===== config.mk =====
export PLATFORM = sky130hd
export DESIGN_NAME = dmaar_channel
export DESIGN_NICKNAME = d
export VERILOG_FILES = /design/src/shared/dmaar_pkg.sv /design/src/hdl/dmaar_channel.sv
export SDC_FILE = /design/constraint.sdc
export NUM_CORES = 1
export LEC_CHECK = 0
export ABC_AREA = 1
export BUFFER_PORTS_ARGS = -buffer_cell sky130_fd_sc_hd__buf_2
export CAP_MARGIN = 20
export CELL_PAD_IN_SITES_DETAIL_PLACEMENT = 1
export CELL_PAD_IN_SITES_GLOBAL_PLACEMENT = 1
export CORE_UTILIZATION = 45
export DETAILED_ROUTE_END_ITERATION = 12
export PLACE_DENSITY = 0.9
export SYNTH_ARGS = -nofsm -noshare
export SYNTH_HDL_FRONTEND = slang
export SYNTH_SLANG_ARGS = --single-unit

===== constraint.sdc =====
create_clock -name clk_sys -period 3.96 [get_ports clk_sys]
set_input_delay 1.188 -clock clk_sys [delete_from_list [all_inputs] [get_ports clk_sys]]
set_output_delay 1.188 -clock clk_sys [all_outputs]
set_load 0.02 [all_outputs]

===== src/shared/dmaar_pkg.sv =====
// Shared constants and types for the DMA channel address and reload block.
// Assumes a single system clock domain and a plain software register port.
package dmaar_pkg;

	// ==========================================================================
	// Widths
	localparam int ADDR_W = 16;
	localparam int CNT_W  = 16;
	localparam int DATA_W = 16;
	localparam int REG_AW = 3;

	// ==========================================================================
	// Register indices on the software port
	localparam logic [REG_AW-1:0] REG_CTRL = 3'h0;
	localparam logic [REG_AW-1:0] REG_SRC  = 3'h1;
	localparam logic [REG_AW-1:0] REG_DST  = 3'h2;
	localparam logic [REG_AW-1:0] REG_CNT  = 3'h3;
	localparam logic [REG_AW-1:0] REG_STAT = 3'h4;

	// ==========================================================================
	// Reset values, write mask, address steps
	localparam logic [DATA_W-1:0] CTRL_RESET = 16'h0000;
	localparam logic [DATA_W-1:0] CTRL_WMASK = 16'h02FF;
	localparam logic [ADDR_W-1:0] ADDR_RESET = 16'h0000;
	localparam logic [CNT_W-1:0]  CNT_RESET  = 16'h0000;
	localparam logic [CNT_W-1:0]  CNT_ZERO   = 16'h0000;
	localparam logic [CNT_W-1:0]  CNT_ONE    = 16'h0001;
	localparam logic [ADDR_W-1:0] STEP_BYTE  = 16'h0001;
	localparam logic [ADDR_W-1:0] STEP_WORD  = 16'h0002;

	// ==========================================================================
	// Modes
	typedef enum logic [1:0] {
		AM_FIXED = 2'b00,
		AM_INC   = 2'b01,
		AM_DEC   = 2'b10,
		AM_INDIR = 2'b11
	} dmaar_amode_e;

	typedef enum logic [1:0] {
		TM_ONESHOT     = 2'b00,
		TM_REP_ONESHOT = 2'b01,
		TM_CONT        = 2'b10,
		TM_REP_CONT    = 2'b11
	} dmaar_transfer_repeat_select_e;

	// ==========================================================================
	// Control register layout, bit 15 down to bit 0
	typedef struct packed {
		logic [5:0]    rsv_hi;
		logic          reload;
		logic          rsv_8;
		dmaar_amode_e  source_address_step_mode;
		dmaar_amode_e  dest_address_step_mode;
		dmaar_transfer_repeat_select_e transfer_repeat_select;
		logic          byte_size;
		logic          channel_on;
	} dmaar_ctrl_s;

	// One transfer handed to the data mover
	typedef struct packed {
		logic [ADDR_W-1:0] src;
		logic [ADDR_W-1:0] dst;
		logic              byte_size;
	} dmaar_xfer_s;

endpackage


===== src/hdl/dmaar_channel.sv =====
// One DMA channel: address stepping, indirect addressing, count and reload.
// Assumes synchronous inputs on clk_sys and a data mover that drains the
// two-entry transfer buffer with valid/ready.
//
// The address map and the address-and-strobe port were chosen for this implementation.
`timescale 1ns/1ns
`default_nettype none

module dmaar_channel
	import dmaar_pkg::*;
#(
	parameter int IDX_W     = 4,
	parameter int BUF_DEPTH = 2
)(
	input  wire logic              clk_sys,
	input  wire logic              rst_n,
	input  wire logic [REG_AW-1:0] reg_addr,
	input  wire logic [DATA_W-1:0] reg_wdata,
	input  wire logic              reg_wr,
	input  wire logic              reg_rd,
	output logic [DATA_W-1:0]      reg_rdata,
	input  wire logic              trig_in,
	input  wire logic [IDX_W-1:0]  peripheral_short_index,
	output logic                   xfer_valid,
	input  wire logic              xfer_ready,
	output dmaar_xfer_s            xfer_data,
	output logic                   trig_ready
);

	localparam int PTR_W = (BUF_DEPTH > 1) ? $clog2(BUF_DEPTH) : 1;
	localparam int CNT_BW = $clog2(BUF_DEPTH + 1);
	localparam logic [CNT_BW-1:0] BUF_FULL = CNT_BW'(BUF_DEPTH);
	localparam logic [PTR_W-1:0]  PTR_LAST = PTR_W'(BUF_DEPTH - 1);

	// ==========================================================================
	// Helpers
	function automatic logic [ADDR_W-1:0] step_addr(
		input dmaar_amode_e      mode,
		input logic [ADDR_W-1:0] a,
		input logic [ADDR_W-1:0] step
	);
		case (mode)
			AM_INC:  step_addr = a + step;
			AM_DEC:  step_addr = a - step;
			default: step_addr = a;
		endcase
	endfunction

	function automatic logic [ADDR_W-1:0] eff_addr(
		input dmaar_amode_e      mode,
		input logic [ADDR_W-1:0] base,
		input logic [IDX_W-1:0]  idx
	);
		if (mode == AM_INDIR)
			eff_addr = base | ADDR_W'(idx);
		else
			eff_addr = base;
	endfunction

	function automatic logic [PTR_W-1:0] ptr_inc(input logic [PTR_W-1:0] p);
		ptr_inc = (p == PTR_LAST) ? '0 : p + 1'b1;
	endfunction

	// ==========================================================================
	// State
	dmaar_ctrl_s       ctrl_ff;
	logic [ADDR_W-1:0] src_ff;
	logic [ADDR_W-1:0] dst_ff;
	logic [CNT_W-1:0]  cnt_ff;
	logic [ADDR_W-1:0] src_shd_ff;
	logic [ADDR_W-1:0] dst_shd_ff;
	logic [CNT_W-1:0]  cnt_shd_ff;
	logic              done_ff;
	logic              pend_ff;
	logic [DATA_W-1:0] rdata_ff;
	dmaar_xfer_s       buf_ff [BUF_DEPTH];
	logic [PTR_W-1:0]  wptr_ff;
	logic [PTR_W-1:0]  rptr_ff;
	logic [CNT_BW-1:0] fill_ff;

	// ==========================================================================
	// Decode
	logic              wr_ctrl;
	logic              wr_src;
	logic              wr_dst;
	logic              wr_cnt;
	dmaar_ctrl_s       wctrl;
	logic              repeat_mode;
	logic              cont_mode;
	logic [ADDR_W-1:0] step;
	logic              push;
	logic              pop;
	logic              last;
	logic              reenable;
	logic              reen_reload;
	logic              addr_reload;
	dmaar_xfer_s       push_data;

	assign wr_ctrl = reg_wr && (reg_addr == REG_CTRL);
	assign wr_src  = reg_wr && (reg_addr == REG_SRC);
	assign wr_dst  = reg_wr && (reg_addr == REG_DST);
	assign wr_cnt  = reg_wr && (reg_addr == REG_CNT);
	assign wctrl   = dmaar_ctrl_s'(reg_wdata & CTRL_WMASK);

	// Low mode bit marks the repeating modes, high bit the continuous ones
	assign repeat_mode = ctrl_ff.transfer_repeat_select[0];
	assign cont_mode   = ctrl_ff.transfer_repeat_select[1];
	assign step        = ctrl_ff.byte_size ? STEP_BYTE : STEP_WORD;

	// Zero count never issues; software must program a start value first
	assign push = ctrl_ff.channel_on && pend_ff && (cnt_ff != CNT_ZERO) && (fill_ff != BUF_FULL);
	assign pop  = xfer_valid && xfer_ready;
	assign last = push && (cnt_ff == CNT_ONE);

	// Re-enable after a finished run reloads if the reload bit is written set; resuming a stopped run does not
	assign reenable    = wr_ctrl && wctrl.channel_on && !ctrl_ff.channel_on;
	assign reen_reload = reenable && done_ff && wctrl.reload;
	assign addr_reload = (last && repeat_mode) || reen_reload;

	// Index is the peripheral's, wraps by plain OR within the base region
	always_comb
	begin
		push_data.src       = eff_addr(ctrl_ff.source_address_step_mode, src_ff,
			peripheral_short_index);
		push_data.dst       = eff_addr(ctrl_ff.dest_address_step_mode, dst_ff,
			peripheral_short_index);
		push_data.byte_size = ctrl_ff.byte_size;
	end

	// ==========================================================================
	// Control register
	always_ff @(posedge clk_sys)
	begin
		if (!rst_n)
			ctrl_ff <= dmaar_ctrl_s'(CTRL_RESET);
		else if (wr_ctrl)
			ctrl_ff <= wctrl;
		else if (last && !repeat_mode)
			ctrl_ff.channel_on <= 1'b0;
	end

	// ==========================================================================
	// Shadows for reload
	always_ff @(posedge clk_sys)
	begin
		if (!rst_n)
		begin
			src_shd_ff <= ADDR_RESET;
			dst_shd_ff <= ADDR_RESET;
			cnt_shd_ff <= CNT_RESET;
		end
		else
		begin
			if (wr_src)
				src_shd_ff <= reg_wdata;
			if (wr_dst)
				dst_shd_ff <= reg_wdata;
			if (wr_cnt)
				cnt_shd_ff <= reg_wdata;
		end
	end

	// ==========================================================================
	// Address pointers; indirect mode leaves them untouched
	always_ff @(posedge clk_sys)
	begin
		if (!rst_n)
			src_ff <= ADDR_RESET;
		else if (wr_src)
			src_ff <= reg_wdata;
		else if (addr_reload)
			src_ff <= src_shd_ff;
		else if (push)
			src_ff <= step_addr(ctrl_ff.source_address_step_mode, src_ff, step);
	end

	always_ff @(posedge clk_sys)
	begin
		if (!rst_n)
			dst_ff <= ADDR_RESET;
		else if (wr_dst)
			dst_ff <= reg_wdata;
		else if (addr_reload)
			dst_ff <= dst_shd_ff;
		else if (push)
			dst_ff <= step_addr(ctrl_ff.dest_address_step_mode, dst_ff, step);
	end

	// ==========================================================================
	// Transaction count
	always_ff @(posedge clk_sys)
	begin
		if (!rst_n)
			cnt_ff <= CNT_RESET;
		else if (wr_cnt)
			cnt_ff <= reg_wdata;
		else if (reen_reload)
			cnt_ff <= cnt_shd_ff;
		else if (last)
			cnt_ff <= cnt_shd_ff;
		else if (push)
			cnt_ff <= cnt_ff - CNT_ONE;
	end

	// ==========================================================================
	// Completion and trigger; a set in the clearing cycle wins
	always_ff @(posedge clk_sys)
	begin
		if (!rst_n)
			done_ff <= 1'b0;
		else if (last && !repeat_mode)
			done_ff <= 1'b1;
		else if (reenable)
			done_ff <= 1'b0;
	end

	always_ff @(posedge clk_sys)
	begin
		if (!rst_n)
			pend_ff <= 1'b0;
		else if (trig_in)
			pend_ff <= 1'b1;
		else if (push && (!cont_mode || last))
			pend_ff <= 1'b0;
	end

	assign trig_ready = !pend_ff;

	// ==========================================================================
	// Two-entry transfer buffer
	always_ff @(posedge clk_sys)
	begin
		if (push)
			buf_ff[wptr_ff] <= push_data;
	end

	always_ff @(posedge clk_sys)
	begin
		if (!rst_n)
		begin
			wptr_ff <= '0;
			rptr_ff <= '0;
			fill_ff <= '0;
		end
		else
		begin
			if (push)
				wptr_ff <= ptr_inc(wptr_ff);
			if (pop)
				rptr_ff <= ptr_inc(rptr_ff);
			if (push && !pop)
				fill_ff <= fill_ff + 1'b1;
			else if (pop && !push)
				fill_ff <= fill_ff - 1'b1;
		end
	end

	assign xfer_valid = (fill_ff != '0);
	assign xfer_data  = buf_ff[rptr_ff];

	// ==========================================================================
	// Register read, data one cycle after the strobe
	always_ff @(posedge clk_sys)
	begin
		if (!rst_n)
			rdata_ff <= '0;
		else if (reg_rd)
		begin
			case (reg_addr)
				REG_CTRL: rdata_ff <= ctrl_ff;
				REG_SRC:  rdata_ff <= src_ff;
				REG_DST:  rdata_ff <= dst_ff;
				REG_CNT:  rdata_ff <= cnt_ff;
				REG_STAT: rdata_ff <= {{(DATA_W-CNT_BW-2){1'b0}}, fill_ff, pend_ff, done_ff};
				default:  rdata_ff <= '0;
			endcase
		end
		else
			rdata_ff <= '0;
	end

	assign reg_rdata = rdata_ff;

	// ==========================================================================
	// Checks
	a_count_zero_reload: assert property (@(posedge clk_sys) disable iff (!rst_n)
		last && !wr_cnt |=> cnt_ff == $past(cnt_shd_ff))
		else $error("count not reloaded at zero");

	a_oneshot_self_off: assert property (@(posedge clk_sys) disable iff (!rst_n)
		last && !repeat_mode && !wr_ctrl |=> !ctrl_ff.channel_on && done_ff)
		else $error("non-repeating channel stayed on");

	a_repeat_addr_back: assert property (@(posedge clk_sys) disable iff (!rst_n)
		last && repeat_mode && !wr_src && !wr_dst && !wr_ctrl
		|=> src_ff == $past(src_shd_ff) && dst_ff == $past(dst_shd_ff) && ctrl_ff.channel_on)
		else $error("repeat mode addresses not restored");

	a_src_step_size: assert property (@(posedge clk_sys) disable iff (!rst_n)
		push && !last && !wr_src && ctrl_ff.source_address_step_mode == AM_INC
		|=> src_ff == $past(src_ff) + ($past(ctrl_ff.byte_size) ? STEP_BYTE : STEP_WORD))
		else $error("source increment wrong step");

	a_dst_dec_step: assert property (@(posedge clk_sys) disable iff (!rst_n)
		push && !last && !wr_dst && ctrl_ff.dest_address_step_mode == AM_DEC
		|=> dst_ff == $past(dst_ff) - ($past(ctrl_ff.byte_size) ? STEP_BYTE : STEP_WORD))
		else $error("destination decrement wrong step");

	a_indir_base_kept: assert property (@(posedge clk_sys) disable iff (!rst_n)
		push && !last && !wr_src && ctrl_ff.source_address_step_mode == AM_INDIR
		|=> $stable(src_ff))
		else $error("indirect base register changed");

	a_indir_or_out: assert property (@(posedge clk_sys) disable iff (!rst_n)
		push && fill_ff == '0 && ctrl_ff.dest_address_step_mode == AM_INDIR
		|=> xfer_valid && xfer_data.dst == ($past(dst_ff) | ADDR_W'($past(peripheral_short_index))))
		else $error("indirect address not base OR index");

	a_resume_no_reload: assert property (@(posedge clk_sys) disable iff (!rst_n)
		reenable && !done_ff && !push |=> cnt_ff == $past(cnt_ff) && src_ff == $past(src_ff))
		else $error("resume reloaded registers");

	a_reenable_reload: assert property (@(posedge clk_sys) disable iff (!rst_n)
		reen_reload |=> cnt_ff == $past(cnt_shd_ff) && dst_ff == $past(dst_shd_ff) && !done_ff)
		else $error("re-enable after completion did not reload");

	a_shadow_capture: assert property (@(posedge clk_sys) disable iff (!rst_n)
		wr_cnt ##1 !wr_cnt[*2] |-> cnt_shd_ff == $past(reg_wdata, 2))
		else $error("count shadow not captured");

	a_buffer_no_overfill: assert property (@(posedge clk_sys) disable iff (!rst_n)
		fill_ff == BUF_FULL && !pop |=> fill_ff == BUF_FULL && $stable(wptr_ff))
		else $error("buffer written while full");

	// A stalled receiver must see the same head word until it takes it
	a_head_holds_stall: assert property (@(posedge clk_sys) disable iff (!rst_n)
		xfer_valid && !xfer_ready |=> xfer_valid && $stable(xfer_data))
		else $error("head entry changed while stalled");

	a_oneshot_single_push: assert property (@(posedge clk_sys) disable iff (!rst_n)
		push && !cont_mode && !trig_in |=> trig_ready && !push)
		else $error("one-shot trigger issued more than one transfer");

endmodule

`default_nettype wire


==> results of run 1 <==
-- kinds of logic after synthesis --
family	share of synthesized area
adders and majority gates	0.0162
and+or+nand+nor	0.252
muxes	0.0414
AOI/OAI and AO/OA	0.135
buffers and inverters	0.0861
xor gates and xnor gates	0.0232
DFF	0.446
-- worst reg2reg max path, delay by kind of cell, from the launching register on --
family,cells,cell delay [ns]
buffers and inverters,3,0.69
AND/OR/NAND/NOR,12,1.21
flip-flops,1,0.34
adder cells (fa/ha/maj),1,0.27
AO/OA/AOI/OAI,1,0.14
-- per-stage QoR --
stage	power, mW	hold WS, ns	setup slack [ns]	utilization
floorplan	2.54	0.430	1.10	-
global placement	2.70	0.449	0.662	0.492
detailed placement	2.72	0.455	0.466	0.492
CTS	4.46	0.466	0.866	0.519
global route	4.60	0.489	0.669	0.519
finish	4.47	0.466	0.810	0.519
-- placed cells by master, fill, tap and decap left out, types with 5 or more instances in the layout --
cell,instances
nor2_1,159
o21ai_0,93
ha_1,10
edfxtp_1,66
mux2_2,33
dfxtp_1,128
mux2i_1,5
buf_4,17
nand4_1,11
buf_2,79
nand2_1,342
a21oi_1,99
clkbuf_16,18
a41oi_1,7
xnor2_1,8
o21bai_1,8
o22ai_1,12
nand3_1,70
a221oi_1,6
a31oi_1,7
xor2_1,19
nor2_2,8
inv_1,166
o221ai_1,5
-- flip-flops by register name, summed over array words and instances (netlist names), named ones only --
register	count
src_shd_ff	16
done_ff	1
cont_mode	1
rptr_ff	1
buf_ff	66
cnt_shd_ff	16
dst_shd_ff	16
dst_ff	16
reg_rdata	16
fill_ff	2
src_ff	16
ctrl_ff	8
cnt_ff	16
pend_ff	1
wptr_ff	1
-- how the worst max path moves through the flow --
stage	start	end	slack [ns]	cells past startpoint
after global routing	reg_addr[1]	dst_ff[2]	0.67	11
after floorplan	cnt_ff[0]	buf_ff[1][0]	1.10	7
final	reg_addr[1]	dst_ff[2]	0.81	11
after CTS	reg_addr[1]	dst_ff[2]	0.87	11
after global placement	reg_addr[1]	dst_ff[0]	0.66	11
after detailed placement	reg_addr[1]	dst_ff[0]	0.47	11
-- per-layer routing --
| layer | vias to the layer above | part of all wire | wire, um |
|---|---|---|---|
| li1 | 4552 | - | - |
| met1 | 4871 | 0.44 | 15400 |
| met2 | 422 | 0.46 | 16300 |
| met3 | 78 | 0.076 | 2680 |
| met4 | 0 | 0.028 | 1000 |
| met5 | - | 0 | 0 |
-- cell type report --
class                   instances  area share
clock buffers                  21      0.0423
clock inverters                11      0.0101
inverters                     171      0.0562
multi-input cells             939       0.417
flip-flops and latches        194       0.398
well taps                     280      0.0307
repair buffers                 96      0.0458
-- power breakdown --
group / switching [mW] / internal [mW] / leakage, nW / total [mW]
sequential: 0.0483 / 2.09 / 1.60 / 2.14
combinational: 0.371 / 0.179 / 3.10 / 0.550
clock: 0.801 / 0.976 / 0.297 / 1.78
==> impl_metrics.py, run 1 <==
metrics = {
    "status": {
        "status": "finished, violations left",
        "violations": "design-rule violations",
    },
    "clocking": {
        "cts.reportedPaths.clkPinSlew_ns": 0.07,
        "cts_sinks": 194,
        "numCtsBuffers": 17,
        "root_buffer": "clkbuf_16",
        "post_cts_buffers": 0,
        "cts_tree": "done",
        "cts-resized-gates": 0,
        "clk_path_buf_depth": 2,
        "cts_hold_buf": 0,
        "clk_latency_ns": 0.45,
        "htreeDepth": 4,
    },
    "global_route": {
        "use_met1": 0.405,
        "use_met3": 0.0646,
        "antenna_found_initial": 0,
        "use_met2": 0.494,
        "overflow": 0,
        "grt_pass1_wl_mm": 54.8,
        "grt_use_total": 0.307,
        "grt_max_degree": 52,
        "top_usage_layer": "met2",
        "grt_pass1_vias": 9816,
    },
    "final_layout": {
        "multi_input_area_sq_mm": 0.00477,
        "drive_gt1_frac": 0.133,
        "finish.instance_area_sq_mm": 0.0114,
        "antenna_cells": 0,
        "fin_cells": 1712,
        "fillers": 2780,
        "nets": 1460,
        "area_growth_pct": 12.2,
        "regArea_sq_mm": 0.00454,
    },
    "synthesis": {
        "synth_top_area_cell": "dfxtp_1",
        "synth_area_per_cell_sq_um": 7.53,
        "synthArstFlopShare": 0,
        "netlist.area_leader.share": 0.252,
        "synth_area_sq_mm": 0.0102,
        "synth_cell_types": 44,
        "ys_seq_area_frac": 0.446,
        "synth-edff-count": 66,
        "syn_nets": 1394,
        "synth_seq_cells": 194,
        "synth_area_leaders": "dfxtp_1 25%, edfxtp_1 19%, nand2_1 13%",
        "yosys_warnings": 0,
        "synthCells": 1353,
        "ys.flop_type": "dfxtp_1",
        "yosys.cell_count.top_type": "nand2_1",
        "synthTopCellsByCount": "342 x nand2_1, 166 x inv_1, 161 x nor2_1",
    },
    "placed_design": {
        "place_inst": 1680,
        "place.gp.congestion": 0.984,
        "place_area_sq_mm": 0.0108,
        "port_buffers": 79,
        "dp_hpwl_mm": 25.8,
    },
    "floorplan": {
        "dieArea_sq_mm": 0.0232,
        "design.core.area_sq_mm": 0.0220,
        "die_w_um": 152,
        "io_pins": 80,
        "rows": 54,
        "die_h_um": 152,
        "initial_core_util": 0.462,
    },
    "sta": {
        "setup_violations": 0,
        "rsz0062_at_grt": "false",
        "finalCriticalPeriod_ns": 3.15,
        "fin_setup_tns_ns": 0,
        "max_freq_mhz": 317,
        "skew_ns": 0.0112,
        "period_share": 0.795,
        "worstMarginPinSlew_ns": 1.01,
        "hold_viol_final": 0,
        "drv_slew": 0,
        "max-slew-margin-rel": 0.327,
    },
    "critical_path": {
        "path_max_fanout": 21,
        "slowest_stage": "nand2_1",
        "worst_ep_arrival_time_ns": 3.49,
        "crit_type": "primary input to flip-flop",
        "crit_required_ns": 4.30,
        "path_common_cell": "nand2_1",
        "cp_top_family": "simple AND/OR/NAND/NOR gates",
        "r2r_slack_ns": 1.20,
        "critPathLaunchType": "primary input",
        "cpPeakStageDelay_ns": 0.55,
        "rr_endpoint": "src_ff[15]",
        "endpoint_kind": "flip-flop",
        "path_cells": "buf_2, nor2_4, nand3_4, nor2_4, nand4_2, nand2_1, nand2_2, nand2_1, nand2_1, a21oi_1, nor2_1",
        "worst-path-buf-inv": 1,
        "r2r_cells": 17,
        "reg2reg_from": "ctrl_ff[6]",
    },
    "worst_hold_path": {
        "hold_path_class": "flip-flop to flip-flop",
        "min_path_cells": 2,
        "hp-start": "cnt_shd_ff[8]",
        "hold_end": "cnt_shd_ff[8]",
    },
    "pwr": {
        "p_leak_nw": 4.99,
        "peakVddDrop_uv": 306,
        "power.density_mw_per_mm2": 391,
    },
    "route": {
        "ant_nets": 0,
        "viasPerCell": 5.80,
        "wl_per_cell_um": 20.7,
        "routed_wl_mm": 35.4,
        "drt_iter0_drc": 820,
        "drc": 8,
        "firstDrtPassIters": 9,
        "vias": 9923,
    },
    "run": {
        "cap_violations": 0,
    },
}
(Power assumes the default switching activity.)
==> inputs of run 2 (changes only) <==
--- a/config.mk
+++ b/config.mk
@@ -10,9 +10,9 @@
 export CAP_MARGIN = 20
 export CELL_PAD_IN_SITES_DETAIL_PLACEMENT = 1
 export CELL_PAD_IN_SITES_GLOBAL_PLACEMENT = 1
-export CORE_UTILIZATION = 45
+export CORE_UTILIZATION = 40
 export DETAILED_ROUTE_END_ITERATION = 12
-export PLACE_DENSITY = 0.9
+export PLACE_DENSITY = 0.85
 export SYNTH_ARGS = -nofsm -noshare
 export SYNTH_HDL_FRONTEND = slang
 export SYNTH_SLANG_ARGS = --single-unit
==> constraint.sdc (replaced) <==
create_clock -name clk_sys -period 2.5 [get_ports clk_sys]
set_input_delay 0.75 -clock clk_sys [delete_from_list [all_inputs] [get_ports clk_sys]]
set_output_delay 0.75 -clock clk_sys [all_outputs]
set_load 0.02 [all_outputs]
==> run 2 against run 1 <==
The run now ends clean. First-iteration DRC count shrank 19%. Count of clock-buffer cells in the layout fell by 4. Global-route usage fell by 3.0 points. Clock skew is essentially flat. Clock power is 61% higher. Sequential share of layout area fell by 1.4 points. Die area is 12% higher. Total power up 60%. Core utilization is 4.7 points lower. Non-clock buffer count increased by 32. Setup slack got worse by 0.71 ns. Critical endpoint is now src_ff[8]. Largest cell class unchanged. Largest power group unchanged.
==> impl_metrics.py, run 2 (synthesized netlist as in run 1, its figures left out) <==
metrics = {
    "floorplan": {
        "die_w_um": 162,
        "dieArea_sq_mm": 0.0261,
        "rows": 58,
        "die_h_um": 162,
        "initial_core_util": 0.406,
        "design.core.area_sq_mm": 0.0251,
        "io_pins": 80,
    },
    "pwr": {
        "power.density_mw_per_mm2": 605,
        "p_sw_mw": 2.08,
        "pwr-share-seq": 0.471,
        "peakVddDrop_uv": 411,
        "p_clk_frac": 0.399,
        "p_sw_frac": 0.291,
        "p_leak_nw": 5.17,
        "combPwrFrac": 0.129,
        "finalPower_mw": 7.17,
        "internal_power_mw": 5.08,
    },
    "final_layout": {
        "finish.instance_area_sq_mm": 0.0118,
        "area_growth_pct": 16.4,
        "antenna_cells": 0,
        "largest_reg_flops": 66,
        "final_common_cell": "nand2_1",
        "regArea_sq_mm": 0.00454,
        "fillers": 3146,
        "regMostFlops": "buf_ff",
        "final_util": 0.472,
        "nets": 1492,
        "final_cell_mix": "341 x nand2_1, 166 x inv_1, 156 x nor2_1, 128 x dfxtp_1, 99 x a21oi_1",
        "fin_cells": 1794,
        "drive_gt1_frac": 0.156,
        "multi_input_area_sq_mm": 0.00480,
    },
    "worst_hold_path": {
        "hold_path_class": "flip-flop to flip-flop",
    },
    "critical_path": {
        "crit_start": "cnt_ff[0]",
        "path_max_fanout": 9,
        "r2r_slack_ns": 0.10,
        "r2r_cells": 11,
        "worst_ep_arrival_time_ns": 2.74,
        "endpoint_kind": "flip-flop",
        "reg2reg_from": "cnt_ff[0]",
        "crit_required_ns": 2.84,
        "rr_endpoint": "src_ff[8]",
        "cp-endpoint": "src_ff[8]",
        "critPathLaunchType": "flip-flop",
        "crit_type": "flip-flop to flip-flop",
    },
    "global_route": {
        "grt_max_degree": 34,
        "grt_use_total": 0.277,
        "grt_pass1_vias": 9899,
        "antenna_found_initial": 0,
        "grt_pass1_wl_mm": 55.0,
        "overflow": 0,
    },
    "sta": {
        "period_share": 0.959,
        "max_freq_mhz": 417,
        "setup_violations": 0,
        "fin_setup_tns_ns": 0,
        "max-slew-margin-rel": 0.649,
        "worst_slack_ns": 0.101,
        "whs_ns": 0.469,
        "drv_slew": 0,
        "skew_ns": 0.0114,
        "hold_viol_final": 0,
        "worstMarginPinSlew_ns": 0.521,
        "finalCriticalPeriod_ns": 2.40,
        "rsz0062_at_grt": "true",
    },
    "route": {
        "vias": 9838,
        "dr_wl_met2_mm": 16.0,
        "routed_wl_mm": 35.3,
        "wl_met1_mm": 15.8,
        "viasPerCell": 5.48,
        "wl_met3_mm": 2.23,
        "top_layer_used": "met4",
        "drt_iter0_drc": 662,
        "ant_nets": 0,
        "wl_per_cell_um": 19.7,
        "firstDrtPassIters": 6,
        "drc": 0,
    },
    "status": {
        "status": "completed",
    },
    "clocking": {
        "clk_path_buf_depth": 2,
        "htreeDepth": 4,
        "cts_sinks": 194,
        "cts.reportedPaths.clkPinSlew_ns": 0.08,
        "cts_hold_buf": 0,
        "cts_tree": "done",
        "numCtsBuffers": 17,
        "root_buffer": "clkbuf_16",
        "clk_latency_ns": 0.44,
        "post_cts_buffers": 0,
    },
    "placed_design": {
        "place_area_sq_mm": 0.0112,
        "place_ws_ns": 0.00348,
        "place_inst": 1762,
        "port_buffers": 79,
        "place.gp.congestion": 0.972,
        "dp_hpwl_mm": 26.8,
    },
    "run": {
        "cap_violations": 0,
    },
}
[run 2: changes by cell type in the layout (fill, tap and decap cells not counted), sizes merged]
cell,change
buf,+32
inv,+6
bufinv,-1
clkinv,-1
clkbuf,-4
[run 2: layer usage]
metal	GRT usage	up-vias
met3	0.0408	69
met5	0	-
met4	0.107	0
met1	0.371	4786
met2	0.449	355
li1	-	4628
[run 2: how the worst min path moves through the flow]
| stage | startpoint | end | slack (ns) | cells past startpoint |
|---|---|---|---|---|
| after floorplan | ctrl_ff[9] | ctrl_ff[9] | 0.43 | 2 |
| after global placement | ctrl_ff[9] | ctrl_ff[9] | 0.44 | 2 |
| after detailed placement | ctrl_ff[9] | ctrl_ff[9] | 0.45 | 2 |
| after CTS | ctrl_ff[9] | ctrl_ff[9] | 0.47 | 2 |
| after global routing | cnt_shd_ff[10] | cnt_shd_ff[10] | 0.50 | 2 |
| final | ctrl_ff[9] | ctrl_ff[9] | 0.47 | 2 |
[run 2: timing repair]
item | CTS | global route
pin swaps | 0 | 0
setup endpoints to repair | 1 | 5
gates resized for setup | 1 | 6
[run 2: final cells by class]
cell class                      count  area share
Clock buffer                       17      0.0359
Inverter                          171      0.0543
Multi-Input combinational cell    939       0.405
Tap cell                          330      0.0349
Clock inverter                     15      0.0156
Sequential cell                   194       0.384
Timing Repair Buffer              128      0.0708
[run 2: power groups by stage]
stage	clock network [mW]	registers [mW]	logic (mW)
floorplan	0	3.43	0.591
global route	3.00	3.38	1.01
finish	2.86	3.38	0.928
CTS	2.88	3.38	0.917
detailed placement	0	3.45	0.902
global placement	0	3.44	0.879
[run 2: worst max-delay path, cell delays in order, from the launching register on]
cell and delay, ns:
dfxtp_1 0.38, inv_1 0.15, ha_1 0.19, buf_4 0.13, nand4_2 0.13, nand4_2 0.13
nand2_2 0.16, nand2_2 0.26, buf_4 0.22, nand3_2 0.20, nor3_1 0.29, nor2_1 0.06
